[config.mk]
export PLATFORM = sky130hd
export DESIGN_NAME = hcr_device_flat
export DESIGN_NICKNAME = d
export VERILOG_FILES = /design/src/hcr_pkg.sv /design/src/hcr_if.sv /design/src/hcr_device.sv /design/src/flat_wrapper.sv
export SDC_FILE = /design/constraint.sdc
export NUM_CORES = 1
export LEC_CHECK = 0
export BUFFER_PORTS_ARGS = -buffer_cell sky130_fd_sc_hd__buf_2
export CAP_MARGIN = 20
export CORE_ASPECT_RATIO = 0.75
export CORE_UTILIZATION = 39
export DETAILED_ROUTE_END_ITERATION = 6
export PLACE_DENSITY = 0.76
export SETUP_SLACK_MARGIN = 0.15
export SLEW_MARGIN = 20
export SYNTH_ARGS = -nofsm -noshare
export SYNTH_HDL_FRONTEND = slang
export SYNTH_SLANG_ARGS = --single-unit
[constraint.sdc]
create_clock -name clk_i -period 1.6 [get_ports clk_i]
set_input_delay 0.32 -clock clk_i [delete_from_list [all_inputs] [get_ports clk_i]]
set_output_delay 0.32 -clock clk_i [all_outputs]
set_load 0.01 [all_outputs]
[src/hcr_pkg.sv]
// Package: constants shared by both ends of the hardware configuration link
// Functional notes
// - Host halts TX and RX before writing.
// - Bit 29 sets port path byte order.
// - Bit 28 sets direct path byte order.
// - Soft reset spares immune endian bits.
// - Bit 0 self-clearing soft reset, clears errors.
// - Bit 24 reads sampled crossover strap.
// - Host must set bit 20 to one.
// - Bits 19:16 TX size, 1KB steps, reset 5.
// - TX status takes fixed 512 bytes.
// - Host never programs TX size below 2KB.
// - RX gets 16KB minus TX allocation.
// - Reset without PHY clocks times out, bit 1.
// - After timeout, wake PHY then retry reset.
package hcr_pkg;
  localparam logic [7:0] HCR_CFG_OFS = 8'h74;
  localparam int HCR_PORT_END_BIT = 29;
  localparam int HCR_DIRECT_END_BIT = 28;
  localparam int HCR_STRAP_BIT = 24;
  localparam int HCR_MUST_SET_BIT = 20;
  localparam int HCR_SIZE_LSB = 16;
  localparam int HCR_TIMEOUT_BIT = 1;
  localparam int HCR_SOFTWARE_RESET_REQUEST_BIT = 0;
  localparam logic [3:0] HCR_SIZE_RST = 4'h5;
  localparam logic [3:0] HCR_SIZE_MIN = 4'h2;
  localparam logic [3:0] HCR_SIZE_MAX = 4'he;
  localparam logic [31:0] HCR_WR_MASK = 32'h301f_0001;
  localparam int HCR_BUF_BYTES = 16384;
  localparam int HCR_KB = 1024;
  localparam int HCR_TXS_BYTES = 512;
  localparam int HCR_TIMEOUT_NS = 100000;
  localparam int HCR_CLK_NS = 100;
  localparam int HCR_TIMEOUT_CYC = HCR_TIMEOUT_NS / HCR_CLK_NS;
  localparam int HCR_RST_NS = 1000;
  localparam int HCR_RST_CYC = HCR_RST_NS / HCR_CLK_NS;
  localparam logic [3:0] HCR_WB_CTRL = 4'h0;
  localparam logic [3:0] HCR_WB_WDATA = 4'h4;
  localparam logic [3:0] HCR_WB_RDATA = 4'h8;
  localparam logic [3:0] HCR_WB_STAT = 4'hc;
  localparam logic [3:0] HCR_WB_MASK = 4'hd;
  localparam logic [4:0] HCR_ST_DONE = 5'h01;
  localparam logic [4:0] HCR_ST_TO = 5'h02;
  localparam logic [4:0] HCR_ST_SOFTWARE_RESET_REQUEST_OK = 5'h04;
  localparam logic [4:0] HCR_ST_REFUSED = 5'h08;
  localparam logic [4:0] HCR_ST_BADSIZE = 5'h10;
endpackage

[src/hcr_if.sv]
// Interface: host register port between the configuration register and its host
`timescale 1ns/10ps
`default_nettype none
interface hcr_if;
  logic req;
  logic wr;
  logic [7:0] addr;
  logic [31:0] wdata;
  logic ack;
  logic [31:0] rdata;
  modport dev (input req, input wr, input addr, input wdata, output ack, output rdata);
  modport host (output req, output wr, output addr, output wdata, input ack, input rdata);
endinterface
`default_nettype wire

[src/hcr_device.sv]
// Device end: the hardware configuration register with soft reset sequencing
`timescale 1ns/10ps
`default_nettype none
module hcr_device
  import hcr_pkg::*;
#(
  parameter int TIMEOUT_CYC = HCR_TIMEOUT_CYC
) (
  input wire logic clk_i,
  input wire logic rst_i,
  hcr_if.dev bus,
  input wire logic strap_i,
  input wire logic phy_clk_run_i,
  input wire logic tx_err_i,
  input wire logic rx_err_i,
  output logic port_path_byte_order_o,
  output logic direct_path_byte_order_o,
  output logic must_set_bit_o,
  output logic [3:0] transmit_buffer_size_o,
  output logic [14:0] tx_data_bytes_o,
  output logic [14:0] tx_status_bytes_o,
  output logic [14:0] rx_total_bytes_o,
  output logic soft_reset_pulse_o,
  output logic tx_err_o,
  output logic rx_err_o
);
  typedef enum logic [1:0] {HCR_IDLE, HCR_SOFTWARE_RESET_REQUEST_WAIT} hcr_state_t;

  ////////////////////////////////////////////////////////////////////////
  logic [2:0] strap_sync, run_sync;
  logic strap_done;
  logic strap_val;
  logic port_end, direct_end, must_set, timeout_flag;
  logic [3:0] size;
  logic ack, tx_err, rx_err, software_reset_request_pulse;
  logic [31:0] rdata;
  logic [14:0] tx_data_b, tx_stat_b, rx_b;
  hcr_state_t state;
  logic [$clog2(TIMEOUT_CYC+1)-1:0] cnt;

  logic next_strap_done, next_strap_val;
  logic next_port_end, next_direct_end, next_must_set, next_timeout_flag;
  logic [3:0] next_size;
  logic next_ack, next_tx_err, next_rx_err, next_software_reset_request_pulse;
  logic [31:0] next_rdata;
  hcr_state_t next_state;
  logic [$clog2(TIMEOUT_CYC+1)-1:0] next_cnt;

  wire logic sel = bus.req && !ack && bus.addr == HCR_CFG_OFS;
  wire logic wr_hit = sel && bus.wr;
  logic run_ok, strap_lvl;
  logic next_run_ok, next_strap_lvl;

  ////////////////////////////////////////////////////////////////////////
  // Pin filters: a level counts only once the last two stages agree, so an
  // edge caught mid-transition never reaches the reset sequencer or the strap
  always_comb begin
    next_run_ok = run_ok;
    next_strap_lvl = strap_lvl;
    if (run_sync[2] == run_sync[1]) begin
      next_run_ok = run_sync[2];
    end
    if (strap_sync[2] == strap_sync[1]) begin
      next_strap_lvl = strap_sync[2];
    end
  end

  always_ff @(posedge clk_i) begin
    strap_sync <= {strap_sync[1:0], strap_i};
    run_sync <= {run_sync[1:0], phy_clk_run_i};
    run_ok <= next_run_ok;
    strap_lvl <= next_strap_lvl;
  end

  ////////////////////////////////////////////////////////////////////////
  always_comb begin
    next_strap_done = 1'b1;
    next_strap_val = strap_done ? strap_val : strap_lvl;
    next_port_end = port_end;
    next_direct_end = direct_end;
    next_must_set = must_set;
    next_size = size;
    next_timeout_flag = timeout_flag;
    next_state = state;
    next_cnt = cnt;
    next_software_reset_request_pulse = 1'b0;
    next_tx_err = tx_err | tx_err_i;
    next_rx_err = rx_err | rx_err_i;
    if (wr_hit) begin
      next_port_end = bus.wdata[HCR_PORT_END_BIT];
      next_direct_end = bus.wdata[HCR_DIRECT_END_BIT];
      next_must_set = bus.wdata[HCR_MUST_SET_BIT];
      next_size = bus.wdata[HCR_SIZE_LSB +: 4];
      if (bus.wdata[HCR_SOFTWARE_RESET_REQUEST_BIT] && state == HCR_IDLE) begin
        next_state = HCR_SOFTWARE_RESET_REQUEST_WAIT;
        next_cnt = '0;
        next_timeout_flag = 1'b0;
      end
    end
    unique case (state)
      HCR_IDLE: begin
      end
      HCR_SOFTWARE_RESET_REQUEST_WAIT: begin
        if (run_ok) begin
          // Endian bits are immune; everything else returns to default
          next_state = HCR_IDLE;
          next_must_set = 1'b0;
          next_size = HCR_SIZE_RST;
          // An error arriving in this same cycle still latches
          next_tx_err = tx_err_i;
          next_rx_err = rx_err_i;
          next_software_reset_request_pulse = 1'b1;
        end else if (cnt == ($bits(cnt))'(TIMEOUT_CYC - 1)) begin
          next_state = HCR_IDLE;
          next_timeout_flag = 1'b1;
        end else begin
          next_cnt = cnt + 1'b1;
        end
      end
    endcase
  end

  // Size arithmetic: TX status fixed, RX gets the rest of the shared buffer
  always_comb begin
    tx_stat_b = 15'(HCR_TXS_BYTES);
    tx_data_b = 15'(size * HCR_KB) - tx_stat_b;
    rx_b = 15'(HCR_BUF_BYTES - size * HCR_KB);
  end

  // Sizes trail the field by one cycle, keeping the arithmetic off the pins
  always_ff @(posedge clk_i) begin
    if (rst_i) begin
      tx_data_bytes_o <= 15'h0000;
      tx_status_bytes_o <= 15'h0000;
      rx_total_bytes_o <= 15'h0000;
    end else begin
      tx_data_bytes_o <= tx_data_b;
      tx_status_bytes_o <= tx_stat_b;
      rx_total_bytes_o <= rx_b;
    end
  end

  ////////////////////////////////////////////////////////////////////////
  // Register port: ack one cycle after the take, read data only beside it
  always_comb begin
    next_ack = bus.req && !ack;
    next_rdata = 32'h0000_0000;
    if (sel && !bus.wr) begin
      next_rdata[HCR_PORT_END_BIT] = port_end;
      next_rdata[HCR_DIRECT_END_BIT] = direct_end;
      next_rdata[HCR_STRAP_BIT] = strap_val;
      next_rdata[HCR_MUST_SET_BIT] = must_set;
      next_rdata[HCR_SIZE_LSB +: 4] = size;
      next_rdata[HCR_TIMEOUT_BIT] = timeout_flag;
      // Request bit reads one until the reset has completed or given up
      next_rdata[HCR_SOFTWARE_RESET_REQUEST_BIT] = (state == HCR_SOFTWARE_RESET_REQUEST_WAIT);
    end
  end

  always_ff @(posedge clk_i) begin
    if (rst_i) begin
      ack <= 1'b0;
      rdata <= 32'h0000_0000;
    end else begin
      ack <= next_ack;
      rdata <= next_rdata;
    end
  end

  ////////////////////////////////////////////////////////////////////////
  always_ff @(posedge clk_i) begin
    if (rst_i) begin
      strap_done <= 1'b0;
      strap_val <= 1'b0;
      port_end <= 1'b0;
      direct_end <= 1'b0;
      must_set <= 1'b0;
      size <= HCR_SIZE_RST;
      timeout_flag <= 1'b0;
      state <= HCR_IDLE;
      cnt <= '0;
      software_reset_request_pulse <= 1'b0;
      tx_err <= 1'b0;
      rx_err <= 1'b0;
    end else begin
      strap_done <= next_strap_done;
      strap_val <= next_strap_val;
      port_end <= next_port_end;
      direct_end <= next_direct_end;
      must_set <= next_must_set;
      size <= next_size;
      timeout_flag <= next_timeout_flag;
      state <= next_state;
      cnt <= next_cnt;
      software_reset_request_pulse <= next_software_reset_request_pulse;
      tx_err <= next_tx_err;
      rx_err <= next_rx_err;
    end
  end

  assign bus.ack = ack;
  assign bus.rdata = rdata;
  assign port_path_byte_order_o = port_end;
  assign direct_path_byte_order_o = direct_end;
  assign must_set_bit_o = must_set;
  assign transmit_buffer_size_o = size;
  assign soft_reset_pulse_o = software_reset_request_pulse;
  assign tx_err_o = tx_err;
  assign rx_err_o = rx_err;
endmodule
`default_nettype wire

[src/flat_wrapper.sv]
// flat-port wrapper written by rule: the top's interface ports become plain ports
module hcr_device_flat import hcr_pkg::*;
#(
  parameter int TIMEOUT_CYC = HCR_TIMEOUT_CYC
)
  (clk_i, rst_i, strap_i, phy_clk_run_i, tx_err_i, rx_err_i, port_path_byte_order_o, direct_path_byte_order_o, must_set_bit_o, transmit_buffer_size_o, tx_data_bytes_o, tx_status_bytes_o, rx_total_bytes_o, soft_reset_pulse_o, tx_err_o, rx_err_o, bus_req, bus_wr, bus_addr, bus_wdata, bus_ack, bus_rdata);
  hcr_if bus_i ();
  input wire logic clk_i;
  input wire logic rst_i;
  input wire logic strap_i;
  input wire logic phy_clk_run_i;
  input wire logic tx_err_i;
  input wire logic rx_err_i;
  output logic port_path_byte_order_o;
  output logic direct_path_byte_order_o;
  output logic must_set_bit_o;
  output logic [3:0] transmit_buffer_size_o;
  output logic [14:0] tx_data_bytes_o;
  output logic [14:0] tx_status_bytes_o;
  output logic [14:0] rx_total_bytes_o;
  output logic soft_reset_pulse_o;
  output logic tx_err_o;
  output logic rx_err_o;
  input wire logic [$bits(bus_i.req)-1:0] bus_req;
  input wire logic [$bits(bus_i.wr)-1:0] bus_wr;
  input wire logic [$bits(bus_i.addr)-1:0] bus_addr;
  input wire logic [$bits(bus_i.wdata)-1:0] bus_wdata;
  output wire logic [$bits(bus_i.ack)-1:0] bus_ack;
  output wire logic [$bits(bus_i.rdata)-1:0] bus_rdata;
  assign bus_i.req = bus_req;
  assign bus_i.wr = bus_wr;
  assign bus_i.addr = bus_addr;
  assign bus_i.wdata = bus_wdata;
  assign bus_ack = bus_i.ack;
  assign bus_rdata = bus_i.rdata;
  hcr_device #(.TIMEOUT_CYC(TIMEOUT_CYC)) u_core (.clk_i(clk_i), .rst_i(rst_i), .bus(bus_i), .strap_i(strap_i), .phy_clk_run_i(phy_clk_run_i), .tx_err_i(tx_err_i), .rx_err_i(rx_err_i), .port_path_byte_order_o(port_path_byte_order_o), .direct_path_byte_order_o(direct_path_byte_order_o), .must_set_bit_o(must_set_bit_o), .transmit_buffer_size_o(transmit_buffer_size_o), .tx_data_bytes_o(tx_data_bytes_o), .tx_status_bytes_o(tx_status_bytes_o), .rx_total_bytes_o(rx_total_bytes_o), .soft_reset_pulse_o(soft_reset_pulse_o), .tx_err_o(tx_err_o), .rx_err_o(rx_err_o));
endmodule
After elaboration in Yosys (flattened, before gate mapping):

Index checks and enable logic that the tools add are counted.

* register bits: 106
* input bits: 48

* multiplexer cells: 28
* eq/ne operators: 5
* add/sub/neg operators: 3
* reductions and logical operators: 10
* bitwise logic cells: 4

Operator list (number)
* $mux 10: 6
* $sub 14x10->15 const B: 1
* $sub 15x14->15 const A: 1
* $mux 1: 14
* $mux 4: 3
* $add 10x1->10 const B: 1
* $eq 10x10->1 const B: 1
* $mux 2: 5
* $eq 8x7->1 const B: 1
* $logic_and 1x1->1: 5
* $reduce_or 2->1: 2
* $eq 1x1->1: 2
* $eq 2x1->1 const B: 1
* $logic_not 1->1: 2
* $logic_not 2->1: 1
* $not 1->1: 2
* $or 1x1->1: 2

Longest topological paths before layout:

Gate-level depths: netlist of the first run.

* depth after elaboration: 8
* mapped depth: 6
* mapped depth without buffers: 5

Least setup slack after synthesis of the first run:

Ideal clock, no wire load.

* path kind: register -> register
* start point: register u_core.run_ok
* end point: register u_core.cnt[7]
* slack: -0.095 ns
* setup time: 0.070 ns
* arrival: 1.625 ns
* cell stages (with the launch flop): 5
* required time: 1.530 ns
* path through: edfxtp_1 > or3b_4 > a31o_4 > or4_1 > a21oi_1

* word-level cells in the longest chain between the ends: 2

RTL lines
* start, declared: line hcr_device.sv:51 `logic run_ok, strap_lvl;`
* start signal, assigned: line hcr_device.sv:71 `run_ok <= next_run_ok;`
* $mux 10: line hcr_device.sv:104 `if (run_ok) begin`
* $mux 10: line hcr_device.sv:100 `unique case (state)`
* end signal, assigned: line hcr_device.sv:194 `cnt <= next_cnt;`
* end, declared: line hcr_device.sv:39 `logic [$clog2(TIMEOUT_CYC+1)-1:0] cnt;`

No other way between the ends.
A chain may end at the register's enable or synchronous reset.

Final worst setup path of the first run:

* start point: register u_core.run_ok
* end point: register u_core.cnt[6]

Same word-level chain as after synthesis.

==> results of run 1 <==
[final cells by class]
cell class / count / area share (%)
Clock buffer: 6 / 3.380
Clock inverter: 2 / 0.5859
Inverter: 4 / 0.5408
Multi-Input combinational cell: 171 / 36.82
Sequential cell: 55 / 40.47
Tap cell: 75 / 3.380
Timing Repair Buffer: 73 / 14.83
[what timing repair did]
item | 4_1_cts | 5_1_grt
gates resized for setup | 3 | 8
endpoints found under the hold margin | 0 | 0
hold buffers | 0 | 0
setup buffers | 2 | 1
pin swaps | 4 | 1
endpoints found under the setup margin | 8 | 11
cloned | 1 | 0
[sequential cells by signal, indices dropped and copies added, names as in the netlist, 2 cells and up]
register / count
u_core.strap_sync: 3
u_core.bus.rdata: 10
u_core.tx_data_bytes_o: 6
u_core.cnt: 10
u_core.state: 2
u_core.run_sync: 3
u_core.rx_total_bytes_o: 5
u_core.transmit_buffer_size_o: 4
[cells by family after synthesis]
kind of cell             after synthesis
multiplexers                           8
adder cells (fa/ha/maj)                2
AO/OA/AOI/OAI                         22
flip-flops                            55
other                                  1
buffers and inverters                 65
AND/OR/NAND/NOR                       78
XOR/XNOR                               5
[worst max-delay path: stages (launching register included)]
cell and delay [ns]:
edfxtp_1 0.40, or3b_4 0.41, a31o_4 0.24, or4_1 0.40, a21oi_1 0.13
[cell usage after synthesis (all sizes together) (3+ instances only)]
| cell | instances | share of area, % |
|---|---|---|
| buf | 57 | 18 |
| dfxtp | 53 | 46 |
| nor2 | 15 | 2.4 |
| and2 | 13 | 3.5 |
| nand2 | 11 | 1.8 |
| nand3 | 11 | 2.4 |
| a21oi | 8 | 1.7 |
| mux2i | 8 | 3.4 |
| xnor2 | 5 | 1.9 |
| a31oi | 4 | 1.1 |
| clkbuf | 4 | 0.65 |
| inv | 4 | 0.65 |
| nor2b | 4 | 1.1 |
| or3 | 4 | 1.1 |
| nand4 | 3 | 0.81 |
[layer usage]
layer / global-route usage (%) / share of wire [%]
met5: 0 / 0
met2: 21.59 / 45
met4: 7.341 / 2.3
met1: 18.13 / 45
met3: 4.605 / 7.5
[power by group]
part           switching (mW)  leakage (nW)  internal (mW)
Combinational           0.111         0.825         0.0563
Sequential             0.0121         0.453           1.41
Clock                   0.459        0.0530          0.409
Total                   0.582          1.33           1.87
[worst paths after layout]
check | to | slack, ns | cells past startpoint
worst min register to register | u_core.strap_sync[1]$_DFF_P_ | 0.34 | 0
worst max-delay path | u_core.cnt[6]$_SDFF_PP0_ | -0.03 | 4
worst min-delay path | u_core.strap_sync[0]$_DFF_P_ | 0.10 | 1
worst max register to register | u_core.cnt[6]$_SDFF_PP0_ | -0.03 | 4
[per-stage QoR]
step           power [mW]  hold slack (ns)  instances  util (%)
2_1_floorplan       1.653           0.3096        290         -
3_3_place_gp        1.609           0.3107        374     46.92
3_5_place_dp        1.612           0.3192        374     46.92
4_1_cts             2.472          0.09512        385     49.68
5_1_grt             2.565          0.09631        386     50.25
6_report            2.453           0.1011        386     50.25
==> results by group, run 1 <==
Yosys
  – Unique cell type count in the Yosys netlist: 35
  – Yosys reg bits: 55
  – Post-synthesis area per instance: 9.845 sq um
  – Primary FF master, synth: dfxtp_1
  – Yosys Warn Count: 0
  – Mapped Cells: 236
  – Xor/xnor share of the synthesized area: approximately 1.9%
  – Multiplexer area fraction after synthesis: 3.446%
  – Largest family of logic cells by synthesized area: buffers and inverters
  – Synth Cell Area: 2323 sq um
  – Compound-gate portion of the synthesized area: 6.516%
  – Simple-gate portion of the synthesized area: 18.96%
  – Adder-cell area share of the yosys netlist: approximately 1.1%
  – Post-synth EDFFs: 2
  – Seq/Total Area, Yosys: 48.25%
  – Asr flop ratio synth: 0%

Layout
  – Commonest non-fill, non-tap cell in the layout: buf_2
  – Storage element area: 1124 sq um
  – Most frequent cells in the layout: 56 x buf_2, 55 x conb_1, 51 x dfxtp_1
  – Fin area: 2776 sq um
  – Area of the multi-input gates: 1022 sq um
  – Layout cell share with drive strength beyond 1: 31.19%
  – Net count, final: 360
  – Filler Cell Count: ~520
  – N_diodes: 0
  – Layout area overhead: 19.49%

Global routing
  – Global Route Usage Sum: 14.13%
  – Largest net degree at the start of global routing: 19
  – Vias in the first global route: ~1400
  – Remaining Overflow, GRT: 0
  – Initial antenna violation count: 0
  – First-pass GRT wire length: 6.630 mm

Pwr
  – Cell Pwr Density: between 800 and 900 nW/um^2
  – IR drop worst, VDD: 0.5172 mV
  – Leakage: 1.331 nW

Critical path
  – R2r startpoint: u_core.run_ok$_DFFE_PN_
  – Critical path type: reg -> reg
  – Crit. End Element: flop
  – Critical Path AT: 1.88 ns
  – WP data required: between 1.5 and 2 ns
  – Max Fanout on Critical Path: 5
  – Startpoint Class: flop
  – Launch point of the worst path: u_core.run_ok$_DFFE_PN_

Timing
  – Final Critical Period: 1.634 ns
  – Tcrit/Tclk final: 102.1%
  – Final setup vio count: 2
  – Final-report max-slew violation count: 0
  – Setup_tns: -0.05673 ns
  – Max Fclk: 612.1 MHz
  – Final worst setup slack: -0.03373 ns
  – Final hold vios: 0
  – Clock skew: approximately 0.011 ns
  – RSZ-0062 raised after global routing: true

Clocking
  – H-tree levels: 2
  – CTS sink count: 55
  – Clk Latency, worst-skew pair: 0.32 ns
  – Root Buffer: clkbuf_8
  – CTS tree: yes
  – Total CTS buffers: 5
  – CTS clk-pin slew, worst paths: 0.10 ns
  – Clk buf depth: 2

Floorplan
  – Die area: 6274 sq um
  – Die height: 68.85 um
  – Die Wd: ~91 um
  – Row cnt: 23
  – Core footprint: 5525 sq um
  – I/O pins: between 100 and 150
  – Initial Util: 42.05%

Route
  – DR pass1 iterations: 4
  – Vias/cell: 4.448
  – WL per Instance: about 11 um
  – Post-detailed-route count of antenna-violating nets: 0
  – Via count: 1717
  – Routed WL: ~4.4 mm
  – Initial drt markers: between 100 and 150
  – DRC: 0

Placement
  – Hpwl dp: around 3.2 mm
  – Pre-CTS setup slack: -0.09905 ns
  – Placed Area: roughly 2600 sq um
  – Routability cong.: 0.8378
  – IO buf count: 56

Hold path
  – Hold path startpoint: strap_i
  – Min-delay worst type: in -> reg

Outcome
  – Status: complete, but fails checks
  – Failing checks: negative setup slack

Flow run
  – Max-capacitance violation count: 0
Power figures use the tool's default switching activity.
==> inputs of run 2 (changes only) <==
--- a/config.mk
+++ b/config.mk
@@ -11,6 +11,7 @@
 export CORE_UTILIZATION = 39
 export DETAILED_ROUTE_END_ITERATION = 6
 export PLACE_DENSITY = 0.76
+export RECOVER_POWER = 25
 export SETUP_SLACK_MARGIN = 0.15
 export SLEW_MARGIN = 20
 export SYNTH_ARGS = -nofsm -noshare
==> results by group, run 2 (synthesis gave the netlist of run 1 again) <==
Critical path
  – Flop-to-flop setup slack: -0.04 ns (about the same)
  – Max Fanout on Critical Path: 5 (unchanged)
  – Crit. End Element: flop
  – R2r startpoint: u_core.run_ok$_DFFE_PN_
  – Startpoint Class: flop
  – Critical Path AT: 1.88 ns (about the same)
  – WP data required: 1.85 ns (about the same)
  – Worst flop-to-flop path endpoint: u_core.cnt[6]$_SDFF_PP0_
  – R2R cell count: 4 (unchanged)
  – Critical path type: reg -> reg

Layout
  – Layout area overhead: 19.17%
  – Top flop regs: u_core.bus.rdata: 10 flops, u_core.cnt: 10 flops, u_core.tx_data_bytes_o: 6 flops
  – N_diodes: 0 (unchanged)
  – Layout cell share with drive strength beyond 1: 30.55% (-0.64 points)
  – Commonest non-fill, non-tap cell in the layout: buf_2
  – Most frequent cells in the layout: 56 x buf_2, 55 x conb_1, 51 x dfxtp_1
  – Filler Cell Count: 522 (+0.19%)
  – Net count, final: 360 (unchanged)

Route
  – Routed WL: 4.441 mm (+0.14%)
  – Vias/cell: 4.459 (+0.23%)
  – Via count: 1721 (+0.23%)
  – Post-detailed-route count of antenna-violating nets: 0 (unchanged)
  – WL per Instance: 11.51 um (+0.14%)
  – DRC: 0 (unchanged)
  – DR pass1 iterations: 4 (unchanged)
  – Initial drt markers: 103 (-13%)

Hold path
  – Hold Path Stages: 1 (unchanged)
  – Hold path startpoint: strap_i
  – Hold endpoint: u_core.strap_sync[0]$_DFF_P_
  – Min-delay worst type: in -> reg

Pwr
  – IR drop worst, VDD: 0.5172 mV (about the same)
  – Sequential share of power: 57.8% (about the same)
  – Total power: 2.452 mW (about the same)
  – Sw frac: 23.71% (about the same)
  – Int Pwr: 1.871 mW (about the same)
  – Cell Pwr Density: 885.5 nW/um^2 (+0.25%)
  – Clock share of power: 35.4% (about the same)
  – Leakage: 1.324 nW (-0.54%)
  – Sw Pwr: 581.4 uW (about the same)
  – Logic pwr share: 6.8% (about the same)

Floorplan
  – Die Wd: 91.13 um (unchanged)
  – Row cnt: 23 (unchanged)
  – Core footprint: 5525 sq um (unchanged)
  – I/O pins: 136 (unchanged)
  – Initial Util: 42.05% (unchanged)
  – Die height: 68.85 um (unchanged)
  – Die area: 6274 sq um (unchanged)

Placement
  – Pre-CTS setup slack: -0.09905 ns (unchanged)
  – Routability cong.: 0.8378 (unchanged)
  – Hpwl dp: 3.241 mm (unchanged)
  – IO buf count: 56 (unchanged)

Global routing
  – First-pass GRT wire length: 6.630 mm (unchanged)
  – Largest net degree at the start of global routing: 19 (unchanged)
  – Remaining Overflow, GRT: 0 (unchanged)
  – Initial antenna violation count: 0 (unchanged)
  – Vias in the first global route: 1403 (unchanged)
  – Global Route Usage Sum: 14.13% (unchanged)

Clocking
  – Total CTS buffers: 5 (unchanged)
  – CTS clk-pin slew, worst paths: 0.10 ns (about the same)
  – CTS tree: yes
  – H-tree levels: 2 (unchanged)
  – CTS sink count: 55 (unchanged)
  – Clk buf depth: 2 (unchanged)
  – Root Buffer: clkbuf_8
  – Clk Latency, worst-skew pair: 0.32 ns (about the same)
  – CTS Hold Buffers Added: 0 (unchanged)

Outcome
  – Status: complete, but fails checks
  – Failing checks: negative setup slack

Timing
  – Final-report max-slew violation count: 0 (unchanged)
  – Final setup vio count: 2 (unchanged)
  – Hold slack: 0.1009 ns (-0.0001110 ns)
  – Max Fclk: 610.8 MHz (-0.22%)
  – Final hold vios: 0 (unchanged)
  – Final worst setup slack: -0.03730 ns (-0.003566 ns)
  – Setup_tns: -0.06362 ns (-0.006890 ns)
  – Final Critical Period: 1.637 ns (+0.003566 ns)
  – Tcrit/Tclk final: 102.3% (+0.22 points)
  – Clock skew: 0.01042 ns (-0.0006347 ns)
  – RSZ-0062 raised after global routing: true

Flow run
  – Max-capacitance violation count: 0 (unchanged)
-- run 2: area by class of cell --
cell class	instances	area, sq um	share of cell area (%)
tap	75	93.84	3.389
sequential	55	1124	40.58
clock buffer	6	93.84	3.389
multi-input combinational	171	1022	36.92
inverter	4	15.01	0.5422
clock inverter	2	16.27	0.5874
timing repair buffer	73	404.1	14.60
-- run 2: how the worst max path moves through the flow --
| stage | start | end | slack, ns | depth (start not counted) |
|---|---|---|---|---|
| floorplan | u_core.run_ok$_DFFE_PN_ | u_core.cnt[6]$_SDFF_PP0_ | 0.003 | 4 |
| CTS | u_core.run_ok$_DFFE_PN_ | u_core.cnt[6]$_SDFF_PP0_ | -0.03 | 4 |
| finish | u_core.run_ok$_DFFE_PN_ | u_core.cnt[6]$_SDFF_PP0_ | -0.04 | 4 |
| global route | u_core.run_ok$_DFFE_PN_ | u_core.cnt[7]$_SDFF_PP0_ | -0.06 | 4 |
| global placement | u_core.run_ok$_DFFE_PN_ | u_core.cnt[7]$_SDFF_PP0_ | -0.03 | 4 |
| detailed placement | u_core.run_ok$_DFFE_PN_ | u_core.cnt[5]$_SDFF_PP0_ | -0.1 | 5 |
-- run 2: metrics by stage --
stage	area (sq um)	instances	util, %
floorplan	2560	290	-
global placement	2592	374	46.92
detailed placement	2592	374	46.92
CTS	2745	385	49.68
global route	2769	386	50.11
finish	2769	386	50.11
-- run 2: metal layers --
| metal | routed length [um] | track usage [%] | up-vias |
|---|---|---|---|
| li1 | - | - | 839 |
| met1 | 1964 | 18.13 | 783 |
| met2 | 2035 | 21.59 | 85 |
| met3 | 340 | 4.605 | 14 |
| met4 | 100 | 7.341 | 0 |
| met5 | 0 | 0 | - |
-- run 2: what timing repair did --
action	in CTS	in global routing
setup buffers	2	1
setup endpoints to repair	8	11
resized for setup	3	8
endpoints found under the hold margin	0	0
pin swaps	4	1
gates cloned	1	0
-- run 2: power by group through the flow --
stage / registers, mW / clock network (mW) / logic, mW
6_report: 1.42 / 0.867 / 0.168
5_1_grt: 1.42 / 0.957 / 0.187
4_1_cts: 1.42 / 0.892 / 0.162
3_5_place_dp: 1.45 / 0 / 0.162
3_3_place_gp: 1.45 / 0 / 0.161
2_1_floorplan: 1.45 / 0 / 0.198
-- run 2: worst max-delay path, cell delays in order, from the launching register on --
cell and delay [ns]:
edfxtp_1 0.40, or3b_4 0.41, a31o_4 0.24, or4_1 0.40, a21oi_1 0.13
==> inputs of run 3 (changes only) <==
--- a/config.mk
+++ b/config.mk
@@ -5,12 +5,12 @@
 export SDC_FILE = /design/constraint.sdc
 export NUM_CORES = 1
 export LEC_CHECK = 0
-export BUFFER_PORTS_ARGS = -buffer_cell sky130_fd_sc_hd__buf_2
 export CAP_MARGIN = 20
 export CORE_ASPECT_RATIO = 0.75
-export CORE_UTILIZATION = 39
+export CORE_UTILIZATION = 56
 export DETAILED_ROUTE_END_ITERATION = 6
-export PLACE_DENSITY = 0.76
+export DONT_BUFFER_PORTS = 1
+export PLACE_DENSITY = 0.74
 export RECOVER_POWER = 25
 export SETUP_SLACK_MARGIN = 0.15
 export SLEW_MARGIN = 20
==> results by group, run 3 (synthesis gave the netlist of run 1 again) <==
Clocking
  – CTS tree: yes
  – CTS clk-pin slew, worst paths: 0.10 ns (about the same)
  – Clk buf depth: 2 (unchanged)
  – Clk Latency, worst-skew pair: 0.31 ns (about the same)
  – Root Buffer: clkbuf_8
  – H-tree levels: 2 (unchanged)
  – Total CTS buffers: 5 (unchanged)
  – CTS sink count: 55 (unchanged)
  – CTS Hold Buffers Added: 0 (unchanged)

Timing
  – Clock skew: 0.01046 ns (+0.00003530 ns)
  – Final hold vios: 0 (unchanged)
  – Max Fclk: 608.3 MHz (-0.40%)
  – Final Critical Period: 1.644 ns (+0.006620 ns)
  – Final-report max-slew violation count: 0 (unchanged)
  – Final worst setup slack: -0.04392 ns (-0.006620 ns)
  – Tcrit/Tclk final: 102.7% (+0.41 points)
  – Final setup vio count: 2 (unchanged)
  – Hold slack: 0.02288 ns (-0.07806 ns)
  – RSZ-0062 raised after global routing: true

Outcome
  – Status: complete, but fails checks
  – Failing checks: negative setup slack

Critical path
  – Critical Path AT: 1.89 ns (about the same)
  – Max Fanout on Critical Path: 5 (unchanged)
  – Flop-to-flop setup slack: -0.04 ns (about the same)
  – Slowest cell delay on critical path: 0.41 ns (about the same)
  – Stages on worst setup path: 4 (unchanged)
  – Worst Path Buf+Inv: 0 (unchanged)
  – Slowest-stage cell, CP: or3b_4
  – WP data required: 1.85 ns (about the same)
  – CP cell instances: or3b_4 -> a31o_4 -> or4_4 -> a21oi_2
  – Critical path type: reg -> reg
  – Startpoint Class: flop
  – Critical path's top delay family: simple AND/OR/NAND/NOR gates
  – Crit. End Element: flop
  – R2R cell count: 4 (unchanged)

Route
  – Initial drt markers: 62 (-40%)
  – WL per Instance: 12.68 um (+10%)
  – Post-detailed-route count of antenna-violating nets: 0 (unchanged)
  – Routed WL: 3.867 mm (-13%)
  – DRC: 0 (unchanged)
  – Via count: 1512 (-12%)
  – DR pass1 iterations: 4 (unchanged)
  – Vias/cell: 4.957 (+11%)

Layout
  – N_diodes: 0 (unchanged)
  – Final core utilization: 62.96% (+13 points)
  – Layout area overhead: 3.070%
  – Layout cell share with drive strength beyond 1: 12.25% (-18 points)
  – Fin area: 2395 sq um (-14%)
  – Net count, final: 302 (-16%)
  – Commonest non-fill, non-tap cell in the layout: conb_1
  – Top flop regs: u_core.bus.rdata: 10 flops, u_core.cnt: 10 flops, u_core.tx_data_bytes_o: 6 flops
  – Most frequent cells in the layout: 55 x conb_1, 53 x dfxtp_1, 15 x nor2_1

Global routing
  – Vias in the first global route: 1250 (-11%)
  – Initial antenna violation count: 0 (unchanged)
  – Global Route Usage Sum: 17.65% (+3.5 points)
  – Largest net degree at the start of global routing: 26 (+7)
  – Remaining Overflow, GRT: 0 (unchanged)
  – First-pass GRT wire length: 5.989 mm (-9.7%)

Pwr
  – Leakage: 1.058 nW (-20%)
  – Total power: 2.314 mW (-5.6%)
  – Cell Pwr Density: 966.2 nW/um^2 (+9.1%)
  – IR drop worst, VDD: 0.7235 mV (+40%)

Placement
  – Hpwl dp: 2.839 mm (-12%)
  – Routability cong.: 0.8558 (+2.1%)
  – IO buf count: 0 (-100%)
  – Placed Area: 2283 sq um (-12%)

Floorplan
  – Die Wd: 76.38 um (-16%)
  – Initial Util: 61.09% (+19 points)
  – Core footprint: 3804 sq um (-31%)
  – Die area: 4414 sq um (-30%)
  – Die height: 57.79 um (-16%)
  – Row cnt: 19 (-17%)
  – I/O pins: 136 (unchanged)

Hold path
  – Hold Path Stages: 0 (-1)
  – Min-delay worst type: in -> reg

Flow run
  – Max-capacitance violation count: 0 (unchanged)
## run 3: what timing repair did
action	CTS	global route
endpoints found under the setup margin	9	18
gates resized for setup	0	3
buffers inserted	1	0
pin swaps	2	2
gates cloned	1	0
endpoints found under the hold margin	0	0
## run 3: path summary, 6_finish.rpt
check                                                start                            to
worst min-delay path                               strap_i  u_core.strap_sync[0]$_DFF_P_
worst min register to register  u_core.run_sync[0]$_DFF_P_    u_core.run_sync[1]$_DFF_P_
worst max-delay path               u_core.run_ok$_DFFE_PN_      u_core.cnt[6]$_SDFF_PP0_
worst max register to register     u_core.run_ok$_DFFE_PN_      u_core.cnt[6]$_SDFF_PP0_
## run 3: stage by stage
step | TNS [ns] | worst slack [ns] | cells
global route | -0.3377 | -0.1185 | 305
floorplan | 0 | 0.003345 | 290
detailed placement | -0.07895 | -0.04027 | 295
finish | -0.07413 | -0.04392 | 305
CTS | -0.06612 | -0.03847 | 305
global placement | -0.05276 | -0.02823 | 295
## run 3: power breakdown
group	switching (mW)	total [mW]	internal (mW)
combinational	0.0764	0.102	0.0259
sequential	0.0217	1.43	1.41
clock	0.466	0.784	0.318
total	0.565	2.31	1.75
## run 3: cell type report
cell class / instances / area [sq um]
Clock buffer: 5 / 68.82
Clock inverter: 3 / 22.52
Tap cell: 52 / 65.06
Inverter: 4 / 15.01
Timing Repair Buffer: 15 / 108.9
Multi-Input combinational cell: 171 / 993.5
Sequential cell: 55 / 1121
Fill cell: 330 / 1409
## run 3: routing by layer
metal	track usage (%)	share of wire, %	up-vias
met1	22.96	44	685
met4	7.418	1.4	0
li1	-	-	719
met2	28.06	45	102
met3	4.882	8.9	6
met5	0	0	-
